[src/timekeeper_pkg.sv]
// timekeeper_pkg: register indices, command codes, field positions, timing.
// assumes a 100 MHz system clock and a 32768 Hz oscillator tick input.
package timekeeper_pkg;
   localparam logic [2:0] IDX_SEC   = 3'h0;  // seconds_count
   localparam logic [2:0] IDX_MIN   = 3'h1;  // minutes_count
   localparam logic [2:0] IDX_HOUR  = 3'h2;  // hours_count
   localparam logic [2:0] IDX_DATE  = 3'h3;  // day_of_month
   localparam logic [2:0] IDX_MON   = 3'h4;  // month_count
   localparam logic [2:0] IDX_WDAY  = 3'h5;  // weekday_count
   localparam logic [2:0] IDX_YEAR  = 3'h6;  // year_count
   localparam logic [2:0] IDX_LOCK  = 3'h7;  // write_lock_reg
   localparam logic [3:0] CMD_SINGLE_TOP = 4'h8;  // 1000 in bits 7..4
   localparam logic [6:0] CMD_BURST_TOP  = 7'h5F; // 1011111 in bits 7..1
   localparam int BIT_HALT   = 7;    // oscillator_halt in seconds
   localparam int BIT_LOCK   = 7;    // write lock in write_lock_reg
   localparam int BIT_H12    = 7;    // hour format select
   localparam int BIT_MER    = 5;    // meridiem_flag / 20-hour bit
   localparam int OSC_DIV    = 32768; // oscillator cycles per second
   localparam int BYTE_BITS  = 8;
   localparam int NUM_REGS   = 8;
   localparam logic [7:0] RESET_BYTE = 8'h00;
   localparam logic [7:0] LOCK_MASK  = 8'h80;
endpackage

[src/serial_bcd_timekeeper.sv]
// serial_bcd_timekeeper: three-wire serial clock/calendar, eight bcd registers.
// assumes the pins are asynchronous to clk_sys_in; osc_tick_in is a one-cycle
// strobe on clk_sys_in at 32768 Hz from the oscillator domain logic.
//
// Contract
// - eight readable writable packed bcd registers
// - every transfer opens with command byte
// - command bit0 zero writes, one reads
// - command bits 3..1 select register index
// - single commands are 1000, index, direction
// - 10111110 burst write, 10111111 burst read
// - burst starts register zero, ascending order
// - writes ignored while write lock set; single writes to lock still land
// - lock bit seven, burst cannot alter
// - seconds bit seven halts timekeeping
// - writing halt zero resumes timekeeping
// - hours bit seven selects 12-hour format
// - 12-hour bit five is meridiem flag
// - 24-hour bit five is twenty-hour digit
// - fields keep bcd ranges, lock low zero
// - sample on rising, drive after falling, lsb
// - select low aborts, releases data line
// - single write takes eight bits only
`timescale 1ns/1ns
`default_nettype none

module byte_fifo #(
   parameter int WIDTH = 8,
   parameter int DEPTH = 32
) (
   input  wire logic             clk_sys_in,
   input  wire logic             rst_in,
   input  wire logic             flush_in,    // drop everything
   input  wire logic             in_valid_in,
   output logic                  in_ready_out,
   input  wire logic [WIDTH-1:0] in_data_in,
   output logic                  out_valid_out,
   input  wire logic             out_ready_in,
   output logic      [WIDTH-1:0] out_data_out
);
   localparam int AW = $clog2(DEPTH);
   logic [WIDTH-1:0] mem [DEPTH];   // storage array
   logic [AW-1:0]    wr_ptr_r;      // write pointer
   logic [AW-1:0]    rd_ptr_r;      // read pointer
   logic [AW:0]      count_r;       // occupancy
   logic             push;
   logic             pop;
   assign in_ready_out  = (count_r != (AW+1)'(DEPTH));
   assign out_valid_out = (count_r != '0);
   assign out_data_out  = mem[rd_ptr_r];
   assign push = in_valid_in && in_ready_out;
   assign pop  = out_valid_out && out_ready_in;
   // storage writes, no reset needed
   always_ff @(posedge clk_sys_in) begin
      if (push) begin
         mem[wr_ptr_r] <= in_data_in;
      end
   end
   // pointers and count
   always_ff @(posedge clk_sys_in or posedge rst_in) begin
      if (rst_in) begin
         wr_ptr_r <= '0;
         rd_ptr_r <= '0;
         count_r  <= '0;
      end else if (flush_in) begin
         wr_ptr_r <= '0;
         rd_ptr_r <= '0;
         count_r  <= '0;
      end else begin
         if (push) begin
            wr_ptr_r <= (wr_ptr_r == AW'(DEPTH-1)) ? '0 : wr_ptr_r + 1'b1;
         end
         if (pop) begin
            rd_ptr_r <= (rd_ptr_r == AW'(DEPTH-1)) ? '0 : rd_ptr_r + 1'b1;
         end
         count_r <= count_r + (AW+1)'(push) - (AW+1)'(pop);
      end
   end
endmodule

module serial_bcd_timekeeper
   import timekeeper_pkg::*;
#(
   parameter int FIFO_DEPTH = 32
) (
   input  wire logic clk_sys_in,
   input  wire logic rst_in,
   input  wire logic osc_tick_in,          // 32768 Hz strobe
   input  wire logic transfer_select_in,   // high frames a transfer
   input  wire logic shift_clk_in,         // host shift clock
   input  wire logic data_in,              // data pin input
   output logic      data_out,             // data pin output
   output logic      data_oe_out           // high while driving data pin
);
   // bcd increment with wrap from hi to lo
   function automatic logic [7:0] bcd_inc(input logic [7:0] v,
                                          input logic [7:0] hi,
                                          input logic [7:0] lo);
      logic [7:0] r;
      r = v;
      if (v >= hi) r = lo;
      else if (v[3:0] == 4'h9) r = {v[7:4] + 4'h1, 4'h0};
      else r = {v[7:4], v[3:0] + 4'h1};
      return r;
   endfunction

   // last day of bcd month, leap from two-digit bcd year
   function automatic logic [7:0] month_days(input logic [7:0] mon,
                                             input logic [7:0] yr);
      logic [7:0] d;
      logic       leap;
      leap = ((yr[4] == 1'b0) && (yr[3:0] == 4'h0 || yr[3:0] == 4'h4 ||
              yr[3:0] == 4'h8)) ||
             ((yr[4] == 1'b1) && (yr[3:0] == 4'h2 || yr[3:0] == 4'h6));
      case (mon)
         8'h02:   d = leap ? 8'h29 : 8'h28;
         8'h04, 8'h06, 8'h09, 8'h11: d = 8'h30;
         default: d = 8'h31;
      endcase
      return d;
   endfunction

   // three-stage pin synchronisers
   logic [2:0] sel_sync_r;
   logic [2:0] sck_sync_r;
   logic [2:0] dat_sync_r;
   logic       sel_q_r;     // filtered select
   logic       sck_q_r;     // filtered shift clock
   logic       dat_q;       // stage-three data level, not filtered
   logic       sck_rise;
   logic       sck_fall;

   always_ff @(posedge clk_sys_in or posedge rst_in) begin
      if (rst_in) begin
         sel_sync_r <= '0;
         sck_sync_r <= '0;
         dat_sync_r <= '0;
      end else begin
         sel_sync_r <= {sel_sync_r[1:0], transfer_select_in};
         sck_sync_r <= {sck_sync_r[1:0], shift_clk_in};
         dat_sync_r <= {dat_sync_r[1:0], data_in};
      end
   end
   // a change counts only when stages two and three agree
   always_ff @(posedge clk_sys_in or posedge rst_in) begin
      if (rst_in) begin
         sel_q_r <= 1'b0;
         sck_q_r <= 1'b0;
      end else begin
         if (sel_sync_r[1] == sel_sync_r[2]) sel_q_r <= sel_sync_r[2];
         if (sck_sync_r[1] == sck_sync_r[2]) sck_q_r <= sck_sync_r[2];
      end
   end
   // data is stable around rising edges, stage three suffices
   assign dat_q    = dat_sync_r[2];
   assign sck_rise = sel_q_r && !sck_q_r && (sck_sync_r[1] && sck_sync_r[2]);
   assign sck_fall = sel_q_r && sck_q_r && !(sck_sync_r[1] || sck_sync_r[2]);

   typedef enum {ST_IDLE, ST_CMD, ST_WRITE, ST_READ, ST_DONE} link_state_t;
   link_state_t state_r;
   logic [7:0]  regs_r [NUM_REGS];   // clock/calendar array
   logic [7:0]  shift_r;             // command / data shifter
   logic [2:0]  bit_cnt_r;           // bit within byte
   logic [2:0]  idx_r;               // current register index
   logic        burst_r;             // burst transfer
   logic [7:0]  snap_r;              // read snapshot
   logic [15:0] osc_cnt_r;           // oscillator divider
   logic        sec_pulse;
   logic        halted;
   logic [7:0]  wr_byte;             // byte assembled this edge
   logic        wr_done;             // full byte arrived
   // fifo connection for incoming write bytes
   logic        fifo_in_ready;
   logic        fifo_out_valid;
   logic [10:0] fifo_out_data;       // {index, byte}
   logic        fifo_pop;
   logic        fifo_push;

   assign halted  = regs_r[IDX_SEC][BIT_HALT];
   assign wr_byte = {dat_q, shift_r[7:1]};
   assign wr_done = sck_rise && (bit_cnt_r == 3'(BYTE_BITS-1));

   // oscillator divider, held at zero while halted
   always_ff @(posedge clk_sys_in or posedge rst_in) begin
      if (rst_in) begin
         osc_cnt_r <= '0;
      end else if (halted) begin
         osc_cnt_r <= '0;
      end else if (osc_tick_in) begin
         osc_cnt_r <= (osc_cnt_r == 16'(OSC_DIV-1)) ? '0 : osc_cnt_r + 16'h1;
      end
   end
   assign sec_pulse = osc_tick_in && !halted && (osc_cnt_r == 16'(OSC_DIV-1));

   // serial link state machine
   always_ff @(posedge clk_sys_in or posedge rst_in) begin
      if (rst_in) begin
         state_r   <= ST_IDLE;
         shift_r   <= RESET_BYTE;
         bit_cnt_r <= '0;
         idx_r     <= '0;
         burst_r   <= 1'b0;
      end else if (!sel_q_r) begin
         state_r   <= ST_IDLE;
         bit_cnt_r <= '0;
         burst_r   <= 1'b0;
      end else begin
         case (state_r)
            ST_IDLE: begin
               state_r   <= ST_CMD;
               bit_cnt_r <= '0;
            end
            ST_CMD: if (sck_rise) begin
               shift_r   <= wr_byte;
               bit_cnt_r <= bit_cnt_r + 3'h1;
               if (wr_done) begin
                  bit_cnt_r <= '0;
                  if (wr_byte[7:1] == CMD_BURST_TOP) begin
                     burst_r <= 1'b1;
                     idx_r   <= IDX_SEC;
                     state_r <= wr_byte[0] ? ST_READ : ST_WRITE;
                  end else if (wr_byte[7:4] == CMD_SINGLE_TOP) begin
                     idx_r   <= wr_byte[3:1];
                     state_r <= wr_byte[0] ? ST_READ : ST_WRITE;
                  end else begin
                     state_r <= ST_DONE;  // test or unknown codes do nothing
                  end
               end
            end
            ST_WRITE: if (sck_rise) begin
               shift_r   <= wr_byte;
               bit_cnt_r <= bit_cnt_r + 3'h1;
               if (wr_done) begin
                  if (!burst_r || idx_r == IDX_LOCK) state_r <= ST_DONE;
                  else idx_r <= idx_r + 3'h1;
               end
            end
            ST_READ: if (sck_fall) begin
               bit_cnt_r <= bit_cnt_r + 3'h1;
               if (bit_cnt_r == 3'(BYTE_BITS-1) && burst_r) begin
                  idx_r <= idx_r + 3'h1;
               end
            end
            ST_DONE: state_r <= ST_DONE;  // extra clocks ignored
            default: state_r <= ST_IDLE;
         endcase
      end
   end

   // write bytes queue in the fifo; the array drains it between ticks
   // a full fifo cannot occur at one byte per eight shift clocks, but never overrun it
   assign fifo_push = (state_r == ST_WRITE) && wr_done && fifo_in_ready;
   assign fifo_pop  = fifo_out_valid && !sec_pulse;

   byte_fifo #(.WIDTH(11), .DEPTH(FIFO_DEPTH)) u_wr_fifo (
      .clk_sys_in    (clk_sys_in),
      .rst_in        (rst_in),
      .flush_in      (1'b0),
      .in_valid_in   (fifo_push),
      .in_ready_out  (fifo_in_ready),
      .in_data_in    ({idx_r, wr_byte}),
      .out_valid_out (fifo_out_valid),
      .out_ready_in  (!sec_pulse),
      .out_data_out  (fifo_out_data)
   );

   // register array: host writes and timekeeping
   always_ff @(posedge clk_sys_in or posedge rst_in) begin
      if (rst_in) begin
         for (int i = 0; i < NUM_REGS; i++) regs_r[i] <= RESET_BYTE;
      end else if (fifo_pop) begin
         if (fifo_out_data[10:8] == IDX_LOCK) begin
            if (!burst_r) begin
               regs_r[IDX_LOCK] <= fifo_out_data[7:0] & LOCK_MASK;
            end
         end else if (!regs_r[IDX_LOCK][BIT_LOCK]) begin
            regs_r[fifo_out_data[10:8]] <= fifo_out_data[7:0];
         end
      end else if (sec_pulse) begin
         logic [7:0] s;
         logic [7:0] m;
         logic [7:0] h;
         logic [7:0] hn;                                       // 12-hour count plus one
         s = bcd_inc(regs_r[IDX_SEC] & 8'h7F, 8'h59, 8'h00);
         regs_r[IDX_SEC] <= s;
         if (s == 8'h00) begin
            m = bcd_inc(regs_r[IDX_MIN], 8'h59, 8'h00);
            regs_r[IDX_MIN] <= m;
            if (m == 8'h00) begin
               h = regs_r[IDX_HOUR];
               // a call result cannot be part-selected, so it lands in hn first
               hn = bcd_inc({3'h0, h[4:0]}, 8'h12, 8'h01);
               if (h[BIT_H12]) begin
                  if (h[4:0] == 5'h11) begin
                     regs_r[IDX_HOUR] <= {h[7:6], ~h[BIT_MER], 5'h12};
                  end else begin
                     regs_r[IDX_HOUR] <= {h[7:5], hn[4:0]};
                  end
               end
               if (!h[BIT_H12] || h[4:0] == 5'h11) begin
                  if (!h[BIT_H12]) begin
                     regs_r[IDX_HOUR] <= bcd_inc(h & 8'h3F, 8'h23, 8'h00);
                  end
                  if (!h[BIT_H12] ? (h[5:0] == 6'h23) : h[BIT_MER]) begin
                     regs_r[IDX_WDAY] <= bcd_inc(regs_r[IDX_WDAY], 8'h07, 8'h01);
                     if (regs_r[IDX_DATE] >= month_days(regs_r[IDX_MON],
                                                        regs_r[IDX_YEAR])) begin
                        regs_r[IDX_DATE] <= 8'h01;
                        regs_r[IDX_MON]  <= bcd_inc(regs_r[IDX_MON], 8'h12, 8'h01);
                        if (regs_r[IDX_MON] == 8'h12) begin
                           regs_r[IDX_YEAR] <= bcd_inc(regs_r[IDX_YEAR], 8'h99, 8'h00);
                        end
                     end else begin
                        regs_r[IDX_DATE] <= bcd_inc(regs_r[IDX_DATE], 8'h31, 8'h01);
                     end
                  end
               end
            end
         end
      end
   end

   // read snapshot taken as each data byte starts
   always_ff @(posedge clk_sys_in or posedge rst_in) begin
      if (rst_in) begin
         snap_r <= RESET_BYTE;
      end else if (state_r == ST_CMD && wr_done) begin
         snap_r <= regs_r[(wr_byte[7:1] == CMD_BURST_TOP) ? IDX_SEC : wr_byte[3:1]];
      end else if (state_r == ST_READ && sck_fall) begin
         if (bit_cnt_r == 3'(BYTE_BITS-1)) begin
            snap_r <= regs_r[burst_r ? idx_r + 3'h1 : idx_r];
         end else begin
            snap_r <= {1'b0, snap_r[7:1]};
         end
      end
   end

   // pin drive: first bit after first falling edge, lsb first
   always_ff @(posedge clk_sys_in or posedge rst_in) begin
      if (rst_in) begin
         data_out    <= 1'b0;
         data_oe_out <= 1'b0;
      end else if (!sel_q_r || state_r != ST_READ) begin
         data_out    <= 1'b0;
         data_oe_out <= 1'b0;
      end else if (sck_fall) begin
         data_out    <= snap_r[0];
         data_oe_out <= 1'b1;
      end
   end
endmodule

`default_nettype wire

[config.mk]
export PLATFORM = sky130hd
export DESIGN_NAME = serial_bcd_timekeeper
export DESIGN_NICKNAME = d
export VERILOG_FILES = /design/src/timekeeper_pkg.sv /design/src/serial_bcd_timekeeper.sv
export SDC_FILE = /design/constraint.sdc
export NUM_CORES = 1
export LEC_CHECK = 0
export BUFFER_PORTS_ARGS = -buffer_cell sky130_fd_sc_hd__buf_4
export CAP_MARGIN = 20
export CORE_ASPECT_RATIO = 1.5
export CORE_MARGIN = 2
export CORE_UTILIZATION = 47
export DETAILED_ROUTE_END_ITERATION = 10
export PLACE_DENSITY = 0.6
export SYNTH_ARGS = -nofsm -noshare
export SYNTH_HDL_FRONTEND = slang
export SYNTH_SLANG_ARGS = --single-unit
export TNS_END_PERCENT = 1
[constraint.sdc]
create_clock -name clk_sys_in -period 5.97 [get_ports clk_sys_in]
set_input_delay 1.194 -clock clk_sys_in [delete_from_list [all_inputs] [get_ports clk_sys_in]]
set_output_delay 1.194 -clock clk_sys_in [all_outputs]
set_load 0.005 [all_outputs]
==> qor.csv <==
metric;value;unit
clock_latency;0.57;ns
drive_gt1_share;18.3;%
path_clk_slew;0.06;ns
grt-ovfl-total;0;
cp_max_fo;21;
p_clk_share;42.4;%
finalSetupViolations;0;
p_leak;0.00888;uW
synthArstFlopShare;27.6;%
fill_cells;3916;
ios;8;
ys_top_cells_by_count;edfxtp_1, dfrtp_1, mux4_2, nor2_1, o21ai_0;
required;6.42;ns
crit_start;u_wr_fifo.rd_ptr_r[2]$_DFFE_PP0P_;
htree_levels;2;
rows;98;
clock.fmax;256;MHz
status;complete, no violations;
drc;0;
vias;13700;
grt_pass1_wl;87400;um
yosysMostFrequentCell;edfxtp_1;
hold_viol;0;
slew_viol_final;0;
dp_hpwl;40300;um
die_area;50100;um^2
viasPerCell;6.13;
internal_power;5540;uW
cts_hold_buf;0;
synth_edf_count;352;
core;47700;um^2
gp_congestion;0.925;
synth_seq_cells;486;
swShare;21.6;%
synth.cell_area;22700;um^2
max_slew_margin;33.9;%
die-width;183;um
grt_setup_unrepaired;false;
rr_worst_depth;9;
numCtsBuffers;47;
drt_first_pass_iters;5;
max_cap_viol_count;0;
r2r-end;regs_r[45]$_DFFE_PP0P_;
cp.arrival;4.36;ns
p_per_area;281;nW/um^2
cts_tree;yes;
end_kind;flip-flop;
r2r_slack;2.06;ns
synth_flop_cell;edfxtp_1;
cts_root_buffer;clkbuf_16;
start_kind;flip-flop;
postRouteWirelength;58600;um
antenna_found_initial;0;
finalCritPeriodShare;65.4;%
worstReg2RegStart;u_wr_fifo.rd_ptr_r[2]$_DFFE_PP0P_;
syn_nets;1630;
wl_per_cell;26.1;um
synth_top_area_share;46.6;%
gr-usage-all-layers;23.7;%
diodes;0;
cts_buffer_depth;3;
p_sw;1530;uW
cts_num_sinks;486;
io_buffer_count;7;
synthDistinctLibCells;95;
fin_setup_tns;0;ns
clock_skew;0.0148;ns
syn_area_per_cell;14.4;um^2
hold_path.class;reg -> reg;
grt_pass1_vias;13800;
synth_top_area_cell;edfxtp_1;
placed_cell_area;23500;um^2
dieHeight;273;um
combPwrFrac;4.2;%
worst_slew_pin_slew;0.984;ns
fin_crit;3.91;ns
synth_area_leaders;edfxtp_1, dfrtp_1, mux4_2;
nets;1663;
grt_max_degree;81;
ir_drop;0.237;mV
drt_iter0_markers;1018;
ys_warn_count;0;
syn_inst;1574;
post_cts_buffers;0;
yosysSeqAreaShare;61.4;%
fin_area;25100;um^2
whs;0.345;ns
syn_to_final_growth;10.7;%
endpoint;regs_r[45]$_DFFE_PP0P_;
ctsResizeCount;0;
pwr-share-seq;53.4;%
path_class;reg -> reg;
ant_nets;0;
start_util;47.6;%
==> cell families (layout without fill, tap and decap cells) <==
kind of cell	Yosys count	after routing	share of synthesized area, %
flops	486	486	61.4
simple gates	369	369	8.20
compound gates	331	331	9.53
mux	175	175	14.4
buf+inv	145	213	3.00
fa+ha+maj	51	51	2.83
xor+xnor	17	17	0.656
==> layer usage <==
layer	track usage [%]	vias up	share of wire (%)
met3	3.03	131	3.9
met4	12.7	0	5.7
met2	43.0	382	53
met1	27.2	7040	37
li1	-	6185	-
met5	0	-	0
==> critical path, cell delays in order, from the launching register on <==
cell	delay, ns
dfrtp_2	0.77
buf_4	0.45
mux4_2	0.37
a2bb2oi_1	0.15
a211oi_1	0.24
a31o_2	0.31
nor3b_2	0.69
o211ai_4	0.19
a31oi_2	0.24
mux2_1	0.34
==> state kept, by name, summed over array words and instances (netlist names), 5 cells and up <==
signal and count:
osc_cnt_r 16, regs_r 63, shift_r 7, snap_r 8, u_wr_fifo.count_r 6, u_wr_fifo.mem 352, u_wr_fifo.rd_ptr_r 5, u_wr_fifo.wr_ptr_r 5
==> stage by stage <==
| stage | setup WS [ns] | utilization [%] | power (uW) | cells |
|---|---|---|---|---|
| after floorplan | 1.19 | - | 4000 | 1574 |
| after detailed placement | 1.88 | 49.2 | 4130 | 2150 |
| after global placement | 2.00 | 49.1 | 4120 | 2141 |
| final | 2.06 | 52.7 | 7060 | 2242 |
| after global routing | 1.75 | 52.7 | 7290 | 2242 |
| after CTS | 2.02 | 52.4 | 7120 | 2234 |
==> power groups by stage <==
stage | Sequential [uW] | Combinational, uW | Clock (uW)
final | 3770 | 295 | 3000
after global routing | 3770 | 330 | 3190
after detailed placement | 3860 | 269 | 0
after CTS | 3790 | 268 | 3070
after floorplan | 3860 | 137 | 0
after global placement | 3860 | 259 | 0
==> cells in the final DEF, fill, tap and decap left out, types with 7 or more instances in the layout <==
cell,instances
o221ai_1,12
dfrtp_1,131
clkbuf_16,47
nor2b_1,17
a21oi_1,62
xor2_1,12
a22o_1,14
nand3_1,26
edfxtp_1,352
nand4_1,10
mux2_2,15
mux4_2,115
o21ai_1,7
and2_1,16
nor3_1,17
and3_1,14
nor2_1,115
o31ai_1,7
a22oi_1,8
clkinv_1,9
buf_4,58
clkbuf_1,12
mux2i_1,36
o22ai_1,29
ha_1,49
nand2b_1,8
nand3b_1,10
nand2_1,93
inv_1,60
o21ai_0,111
==> cell type report <==
cell class,count,area [um^2],area share [%]
multi-input combinational,943,8110,32.3
clock buffer,60,1230,4.91
sequential,486,13900,55.4
tap,600,751,2.99
inverter,63,241,0.961
timing repair buffer,66,578,2.30
clock inverter,24,288,1.15
==> worst min path at each step <==
stage / from / to / slack (ns) / depth (start not counted)
finish: dat_sync_r[1]$_DFF_PP0_ / dat_sync_r[2]$_DFF_PP0_ / 0.35 / 0
global route: dat_sync_r[0]$_DFF_PP0_ / dat_sync_r[1]$_DFF_PP0_ / 0.36 / 0
CTS: dat_sync_r[1]$_DFF_PP0_ / dat_sync_r[2]$_DFF_PP0_ / 0.35 / 0
detailed placement: dat_sync_r[1]$_DFF_PP0_ / dat_sync_r[2]$_DFF_PP0_ / 0.33 / 0
global placement: sck_sync_r[0]$_DFF_PP0_ / sck_sync_r[1]$_DFF_PP0_ / 0.33 / 0
floorplan: dat_sync_r[0]$_DFF_PP0_ / dat_sync_r[1]$_DFF_PP0_ / 0.33 / 0
Power figures use the tool's default switching activity.
